--- src/pkg/isx_pkg.sv ---
package isx_pkg;
  // ----------------------------------------------------------------
  // Opcode fields
  // ----------------------------------------------------------------
  localparam logic [5:0] OP_INC_SKIP_NZ = 6'h12;
  localparam logic [7:0] OP_OR_LITERAL = 8'h09;
  localparam int OPC_HI = 15;
  localparam int OPC6_LO = 10;
  localparam int OPC8_LO = 8;
  localparam int DEST_BIT = 9;
  localparam int ACCESS_BIT = 8;
  localparam logic [7:0] INDEXED_MAX = 8'h5F;
  localparam logic [7:0] ACCESS_SPLIT = 8'h60;
  localparam logic [3:0] ACCESS_HI_BANK = 4'hF;
  localparam logic [7:0] W_RESET = 8'h00;
  localparam logic [7:0] ONE = 8'h01;
  localparam logic [7:0] ZERO = 8'h00;
  localparam logic [1:0] PHASE_RESET = 2'h0;
  localparam logic [1:0] PHASE_LAST = 2'h3;

  // ----------------------------------------------------------------
  // Types
  // ----------------------------------------------------------------
  typedef enum logic [1:0] {
    ISX_DECODE,
    ISX_READ,
    ISX_PROCESS,
    ISX_WRITE
  } isx_phase_type;

  typedef enum logic [1:0] {
    ISX_RUN,
    ISX_FLUSH1,
    ISX_FLUSH2
  } isx_flow_type;

  typedef struct packed {
    logic we;
    logic [11:0] addr;
    logic [7:0] data;
  } isx_file_wr_type;

  typedef struct packed {
    logic indexed;
    logic [11:0] addr;
  } isx_file_addr_type;
endpackage : isx_pkg

--- src/isx_core.sv ---
`timescale 1ns/1ps
// Summary of operation
// - Increment-skip reads file register, adds one
// - Destination bit picks W or file
// - Nonzero result discards prefetched instruction, NOP
// - Two-word skipped instruction adds another NOP
// - Access bit selects access bank or banked
// - Extended set, a clear, f<=5Fh: indexed
// - OR literal into W, update N, Z
module isx_core (
  input wire logic ref_clk_i,
  input wire logic rst_n_i,
  input wire logic [15:0] instr_i,
  input wire logic next_two_word_i,
  input wire logic ext_set_en_i,
  input wire logic [3:0] bank_select_register_i,
  input wire logic [7:0] file_rdata_i,
  output isx_pkg::isx_file_addr_type file_raddr_o,
  output isx_pkg::isx_file_wr_type file_wr_o,
  output logic [7:0] w_o,
  output logic neg_flag_o,
  output logic zero_flag_o,
  output logic [1:0] phase_o,
  output logic nop_cycle_o,
  output logic instr_done_o
);
  // ----------------------------------------------------------------
  // State
  // ----------------------------------------------------------------
  isx_pkg::isx_phase_type phase_q, phase_d;
  isx_pkg::isx_flow_type flow_q, flow_d;
  logic [15:0] ir_q, ir_d;
  logic [7:0] opnd_q, opnd_d;
  logic [7:0] res_q, res_d;
  logic [7:0] w_q, w_d;
  logic n_q, n_d;
  logic z_q, z_d;
  logic two_word_q, two_word_d;
  isx_pkg::isx_file_wr_type wr_q, wr_d;
  isx_pkg::isx_file_addr_type addr_s;
  logic is_inc, is_or;

  isx_addr_gen u_addr (
    .file_i(ir_q[7:0]),
    .access_bit_i(ir_q[isx_pkg::ACCESS_BIT]),
    .ext_set_en_i(ext_set_en_i),
    .bank_select_register_i(bank_select_register_i),
    .addr_o(addr_s)
  );

  assign is_inc = (flow_q == isx_pkg::ISX_RUN) &&
                  (ir_q[isx_pkg::OPC_HI:isx_pkg::OPC6_LO] == isx_pkg::OP_INC_SKIP_NZ);
  assign is_or = (flow_q == isx_pkg::ISX_RUN) &&
                 (ir_q[isx_pkg::OPC_HI:isx_pkg::OPC8_LO] == isx_pkg::OP_OR_LITERAL);

  // ----------------------------------------------------------------
  // Next state
  // ----------------------------------------------------------------
  always_comb begin
    phase_d = phase_q;
    flow_d = flow_q;
    ir_d = ir_q;
    opnd_d = opnd_q;
    res_d = res_q;
    w_d = w_q;
    n_d = n_q;
    z_d = z_q;
    two_word_d = two_word_q;
    wr_d = wr_q;
    wr_d.we = 1'b0;
    case (phase_q)
      isx_pkg::ISX_DECODE: begin
        ir_d = instr_i;
        two_word_d = next_two_word_i;
        phase_d = isx_pkg::ISX_READ;
      end
      isx_pkg::ISX_READ: begin
        if (is_inc) begin
          opnd_d = file_rdata_i;
        end else begin
          opnd_d = ir_q[7:0];
        end
        phase_d = isx_pkg::ISX_PROCESS;
      end
      isx_pkg::ISX_PROCESS: begin
        if (is_inc) begin
          res_d = opnd_q + isx_pkg::ONE;
        end else begin
          res_d = w_q | opnd_q;
        end
        phase_d = isx_pkg::ISX_WRITE;
      end
      isx_pkg::ISX_WRITE: begin
        phase_d = isx_pkg::ISX_DECODE;
        flow_d = isx_pkg::ISX_RUN;
        if (is_inc) begin
          if (ir_q[isx_pkg::DEST_BIT]) begin
            wr_d.we = 1'b1;
            wr_d.addr = addr_s.addr;
            wr_d.data = res_q;
          end else begin
            w_d = res_q;
          end
          if (res_q != isx_pkg::ZERO) begin
            flow_d = isx_pkg::ISX_FLUSH1;
          end
        end else if (is_or) begin
          w_d = res_q;
          n_d = res_q[7];
          z_d = (res_q == isx_pkg::ZERO);
        end else if (flow_q == isx_pkg::ISX_FLUSH1 && two_word_q) begin
          flow_d = isx_pkg::ISX_FLUSH2;
        end
      end
      default: begin
        phase_d = isx_pkg::ISX_DECODE;
      end
    endcase
  end

  always_ff @(posedge ref_clk_i or negedge rst_n_i) begin
    if (!rst_n_i) begin
      phase_q <= isx_pkg::ISX_DECODE;
      flow_q <= isx_pkg::ISX_RUN;
      ir_q <= 16'h0000;
      opnd_q <= isx_pkg::ZERO;
      res_q <= isx_pkg::ZERO;
      w_q <= isx_pkg::W_RESET;
      n_q <= 1'b0;
      z_q <= 1'b0;
      two_word_q <= 1'b0;
      wr_q <= '0;
    end else begin
      phase_q <= phase_d;
      flow_q <= flow_d;
      ir_q <= ir_d;
      opnd_q <= opnd_d;
      res_q <= res_d;
      w_q <= w_d;
      n_q <= n_d;
      z_q <= z_d;
      two_word_q <= two_word_d;
      wr_q <= wr_d;
    end
  end

  // ----------------------------------------------------------------
  // Outputs
  // ----------------------------------------------------------------
  assign file_raddr_o = addr_s;
  assign file_wr_o = wr_q;
  assign w_o = w_q;
  assign neg_flag_o = n_q;
  assign zero_flag_o = z_q;
  assign phase_o = phase_q;
  assign nop_cycle_o = (flow_q != isx_pkg::ISX_RUN);
  assign instr_done_o = (phase_q == isx_pkg::ISX_WRITE);
endmodule : isx_core

--- src/isx_addr_gen.sv ---
`timescale 1ns/1ps
module isx_addr_gen (
  input wire logic [7:0] file_i,
  input wire logic access_bit_i,
  input wire logic ext_set_en_i,
  input wire logic [3:0] bank_select_register_i,
  output isx_pkg::isx_file_addr_type addr_o
);
  // ----------------------------------------------------------------
  // File address: access bank, banked, or indexed literal offset
  // ----------------------------------------------------------------
  always_comb begin
    addr_o.indexed = 1'b0;
    addr_o.addr = {bank_select_register_i, file_i};
    if (!access_bit_i) begin
      if (ext_set_en_i && (file_i <= isx_pkg::INDEXED_MAX)) begin
        addr_o.indexed = 1'b1;
        addr_o.addr = {4'h0, file_i};
      end else if (file_i < isx_pkg::ACCESS_SPLIT) begin
        addr_o.addr = {4'h0, file_i};
      end else begin
        addr_o.addr = {isx_pkg::ACCESS_HI_BANK, file_i};
      end
    end
  end
endmodule : isx_addr_gen

--- config.mk ---
export PLATFORM = sky130hd
export DESIGN_NAME = isx_core
export DESIGN_NICKNAME = d
export VERILOG_FILES = /design/src/pkg/isx_pkg.sv /design/src/isx_core.sv /design/src/isx_addr_gen.sv
export SDC_FILE = /design/constraint.sdc
export NUM_CORES = 1
export LEC_CHECK = 0
export ABC_AREA = 0
export BUFFER_PORTS_ARGS = -buffer_cell sky130_fd_sc_hd__buf_2
export CAP_MARGIN = 20
export CORE_MARGIN = 2
export CORE_UTILIZATION = 57
export CTS_CLUSTER_DIAMETER = 100
export CTS_CLUSTER_SIZE = 8
export DETAILED_ROUTE_END_ITERATION = 7
export GPL_TIMING_DRIVEN = 0
export PLACE_DENSITY = 0.85
export SLEW_MARGIN = 20
export SYNTH_ARGS = -nofsm -noshare
export SYNTH_HDL_FRONTEND = slang
export SYNTH_HIERARCHICAL = 1
export SYNTH_SLANG_ARGS = --single-unit
export TNS_END_PERCENT = 50
--- constraint.sdc ---
create_clock -name ref_clk_i -period 2.84 [get_ports ref_clk_i]
set_input_delay 0.142 -clock ref_clk_i [delete_from_list [all_inputs] [get_ports ref_clk_i]]
set_output_delay 0.142 -clock ref_clk_i [all_outputs]
set_load 0.005 [all_outputs]
# Word level (Yosys, flattened, before mapping)
# Cells that the tools add are included.
[classes] order_cmp=2 n_addsub=1 reduce_logical=13 n_mux=17 n_bitwise=2 n_eq_ne=7
[ops] op="$mux W21" n=3
[ops] op="$mux W8" n=5
[ops] op="$mux W12" n=2
[ops] op="$mux W13" n=1
[ops] op="$reduce_and A3 Y1" n=3
[ops] op="$add A8 B1 Y8 const B" n=1
[ops] op="$eq A8 B4 Y1 const B" n=1
[ops] op="$le A8 B7 Y1 const B" n=1
[ops] op="$logic_not A8 Y1" n=1
[ops] op="$lt A8 B7 Y1 const B" n=1
[ops] op="$or A8 B8 Y8" n=1
[ops] op="$pmux W2 S4" n=1
[ops] op="$reduce_bool A8 Y1" n=1
[ops] op="$eq A6 B5 Y1 const B" n=1
[ops] op="$mux W2" n=3
[ops] op="$eq A2 B1 Y1 const B" n=2
[ops] op="$eq A2 B2 Y1 const B" n=2
[ops] op="$logic_and A1 B1 Y1" n=4
[ops] op="$logic_not A2 Y1" n=2
[ops] op="$reduce_bool A2 Y1" n=2
[ops] op="$mux W1" n=2
[ops] op="$ne A2 B2 Y1 const B" n=1
[ops] op="$not A1 Y1" n=1
[totals] out_inout_bits=48 reg_bits=68 in_bits=32

# Logic depth before layout (Yosys ltp)
[logic_depth] word_depth=7 mapped_depth=6

# By module
# The synthesis kept the hierarchy.
[modules_own_cells] mod="isx_core" seq_area_each_um2=1701.6 cells_each=232 n_inst=1 area_each_um2=3024.2
[modules_own_cells] mod="isx_addr_gen" seq_area_each_um2=0.0 cells_each=18 n_inst=1 area_each_um2=113.9

# Worst setup path before layout
# OpenSTA, ideal clock, no wires.
[synth_timing] kind="flip-flop to flip-flop" startpoint="reg phase_q[0], in the netlist phase_o[0]" endpoint="reg ir_q[10]" arrival_time_ps=1638 slack_ps=1077 n_path_buf=2 required_time_ps=2715 path_stages_with_launch=6 path_cell_list="dfrtp_1 -> inv_1 -> ha_1 -> clkbuf_1 -> clkbuf_1 -> mux2_2"
[synth_via] elab_chain_cells=1
[synth_lines] element="start: declaration" line="isx_core.sv:30" source="isx_pkg::isx_phase_type phase_q, phase_d;"
[synth_lines] element="start signal: assignment" line="isx_core.sv:123" source="phase_q <= isx_pkg::ISX_DECODE;"
[synth_lines] element="start signal: assignment" line="isx_core.sv:134" source="phase_q <= phase_d;"
[synth_lines] element="$logic_not A2 Y1" line="isx_core.sv:71" source="case (phase_q)"
[synth_lines] element="end signal: assignment" line="isx_core.sv:136" source="ir_q <= ir_d;"
[synth_lines] element="end: declaration" line="isx_core.sv:32" source="logic [15:0] ir_q, ir_d;"
# Every way passes these cells.
# A chain may end at the register's enable or synchronous reset.

# Worst setup path in the final report
[layout_timing] startpoint="reg phase_q[0], in the netlist phase_o[0]" endpoint="reg ir_q[13]"
# The elaborated chain is that of the path after synthesis.

==> results.cfg <==
[run_status]
status = completed

[power]
power_density_nw_per_um2 = 550.0
switchingPower_mw = 0.4643
pwr-share-seq_pct = 49.5
ir_worst_vdd_v = 0.0003576
combPwrFrac_pct = 7.8
cellInternalPower_mw = 1.676
p_clk_share_pct = 42.7
power.leakage_nw = 2.022
p_sw_share_pct = 21.69

[global_routing]
grt_first_pass_wirelength_um = 10920
antenna_found_initial = 0
track_usage_pct = 23.59
grt_overflow = 0
grt_max_degree = 38
grt_pass1_vias = 2232

[yosys]
ys.flop_type = dfrtp_1
synth_top_family_by_area = multiplexers
synth_top_cell_area_share_pct = 54.23
synth.area.mux_share_pct = 20.18
synth-xor-area-share_pct = 0.5582
yosysWarnings = 6
synth_edf_count = 0
synth_fa_ha_area_share_pct = 2.392
syn-num-nets = 288
synth_largest_area_cell = dfrtp_1
synth_compound_area_share_pct = 6.619
avgSynthCellArea_um2 = 12.55
yosysUniqueCellTypes = 39
syn_area_um2 = 3138
synthArstFlopShare_pct = 100.0
ys_seq_area_share_pct = 54.23
synth-seq-cells = 68
synthCells = 250
yosys.area_share.simple_pct = 10.81
synth.area.top_cells = dfrtp_1 (54%), mux2_2 (11%), mux2_4 (9.1%)

[floorplan]
rows = 27
io_pins = 80
coreArea_um2 = 5405
die_w_um = 78.20
fp.dieH_um = 78.20
start_util_pct = 58.06
die-area_um2 = 6114

[critical_path]
path_class = reg2reg
crit_path_max_fanout = 10
start_kind = register
required_ps = 3070
endpoint_kind = register
critPathArrivalTime_ps = 2270
reg2reg_depth = 5

[timing]
setup_tns_ps = 0
worst_clock_skew_ps = 10.34
drv_slew = 0
holdWs_ps = 27.24
post-route-min-period_ps = 2041
setup_viol = 0
worst_pin_slew_ps = 514.1
hold_violations = 0
grt_setup_unrepaired = false
post-route-period-util_pct = 71.86
max_freq_mhz = 490.0
maxSlewHeadroom_pct = 65.73

[detailed_routing]
vias_per_cell = 5.334
vias = 2235
ant_nets = 0
drcViolationCount = 0
first_pass_iters = 4
routed_wl_um = 6513
wl_per_cell_um = 15.54
first_iter_violations = 161

[hold_path]
holdPathStages = 2
hold_class = in2reg

[cells_and_area]
layout-drive-gt1-share_pct = 47.26
nNetsFinal = 380
stdcell_count = 419
area_growth_pct = 24.04
nFillCells = 398
diodes = 0

[cts]
cts_sinks = 68
root_buffer = clkbuf_8
clock_latency_ps = 340
path_clk_slew_ps = 70
htreeDepth = 3
cts_setup_buffers = 0
cts_made_buffers = 9
cts_buffer_depth = 2
cts_tree = done

[place]
finalWeightedCongestion = 0.8327
dp_hpwl_um = 4763
io_buffers = 79
placedCellCount = 402

[flow_run]
cap_violations = 0
-- worst max-delay path, cell delays in order, from the launching register on --
cell and delay (ps):
dfrtp_1 430, inv_1 130, ha_1 160, clkbuf_1 350
clkbuf_1 460, mux2_2 400
-- logic make-up (layout without fill, tap and decap cells) --
kind of cell	Yosys count	count (layout)
AO/OA/AOI/OAI	30	30
XOR/XNOR	2	2
adder cells (fa/ha/maj)	6	6
buffers and inverters	31	128
flip-flops	68	68
multiplexers	50	50
AND/OR/NAND/NOR	63	63
-- synthesized netlist by cell type (all sizes together), types with 3 or more instances --
| library cell | n |
|---|---|
| o31ai | 3 |
| and3 | 3 |
| clkbuf | 5 |
| inv | 13 |
| a31oi | 10 |
| mux2 | 49 |
| ha | 6 |
| dfrtp | 68 |
| nand2 | 21 |
| nor2 | 18 |
| buf | 13 |
| nand3 | 3 |
| a21oi | 5 |
| o21ai | 3 |
| nand4 | 5 |
-- layer usage --
metal	global-route usage, %	wire length (um)	up-vias
li1	-	-	1058
met1	30.40	2711	1086
met2	37.76	3236	74
met3	4.598	363	17
met4	12.98	202	0
met5	0	0	-
-- final cells by class --
type	count	area (um^2)	area share, %
well taps	72	90.09	2.314
multi-input cells	151	1272	32.69
repair buffers	81	427.9	10.99
clock buffers	13	168.9	4.339
plain buffers	18	115.1	2.957
inverters	13	48.80	1.254
flip-flops and latches	68	1702	43.72
clock inverters	3	67.56	1.736
-- stage by stage --
step                      total power [mW]  setup slack, ps  area (um^2)  utilization, %
after floorplan                      1.150             1077         3138               -
after global placement               1.232            861.7         3623           67.04
after detailed placement             1.243            794.5         3646           67.45
after CTS                            2.156            782.6         3892           72.01
after global routing                 2.226            662.1         3892           72.01
final                                2.141            799.1         3892           72.01
-- power by group through the flow --
stage	combinational, mW	clock, mW	sequential (mW)
5_1_grt	0.187	0.974	1.06
2_1_floorplan	0.0838	0	1.07
4_1_cts	0.170	0.928	1.06
3_5_place_dp	0.167	0	1.08
3_3_place_gp	0.158	0	1.07
6_report	0.167	0.915	1.06
-- layout by cell type (no fill, tap or decap), drive strengths merged, types with 2 or more instances in the layout --
cell type,count
o21ai,3
ha,6
or3,2
clkbuf,18
nand3,3
mux2,49
a21oi,5
and3,3
nor3,2
or4,2
o2bb2ai,2
bufinv,2
dfrtp,68
or2,2
o31ai,3
nand4,5
and2,2
a41oi,2
nor2,18
nand2,21
buf,93
xnor2,2
inv,13
a31oi,10
-- timing repair --
| action | CTS | global route |
|---|---|---|
| hold buffers | 1 | 0 |
| resized for setup | 0 | 0 |
| hold endpoints to repair | 31 | 0 |
-- sequential cells by signal (all words and copies together), names as in the netlist, 2 cells and up --
register   flops
ir_q          16
file_wr_o     21
opnd_q         8
res_q          8
w_o            8
phase_o        2
flow_q         2
-- path summary, 6_finish.rpt --
check                                    startpoint                  endpoint  slack, ps
max                            phase_o[0]$_DFF_PN0_      ir_q[13]$_DFFE_PN0N_        800
min                                      instr_i[6]       ir_q[6]$_DFFE_PN0N_         30
max reg2reg                    phase_o[0]$_DFF_PN0_      ir_q[13]$_DFFE_PN0N_        800
min reg2reg                file_wr_o[4]$_DFFE_PN0P_  file_wr_o[4]$_DFFE_PN0P_        510
max in group asynchronous                   rst_n_i  file_wr_o[0]$_DFFE_PN0P_       2020
min in group asynchronous                   rst_n_i       ir_q[8]$_DFFE_PN0N_        290
(Power assumes the default switching activity.)
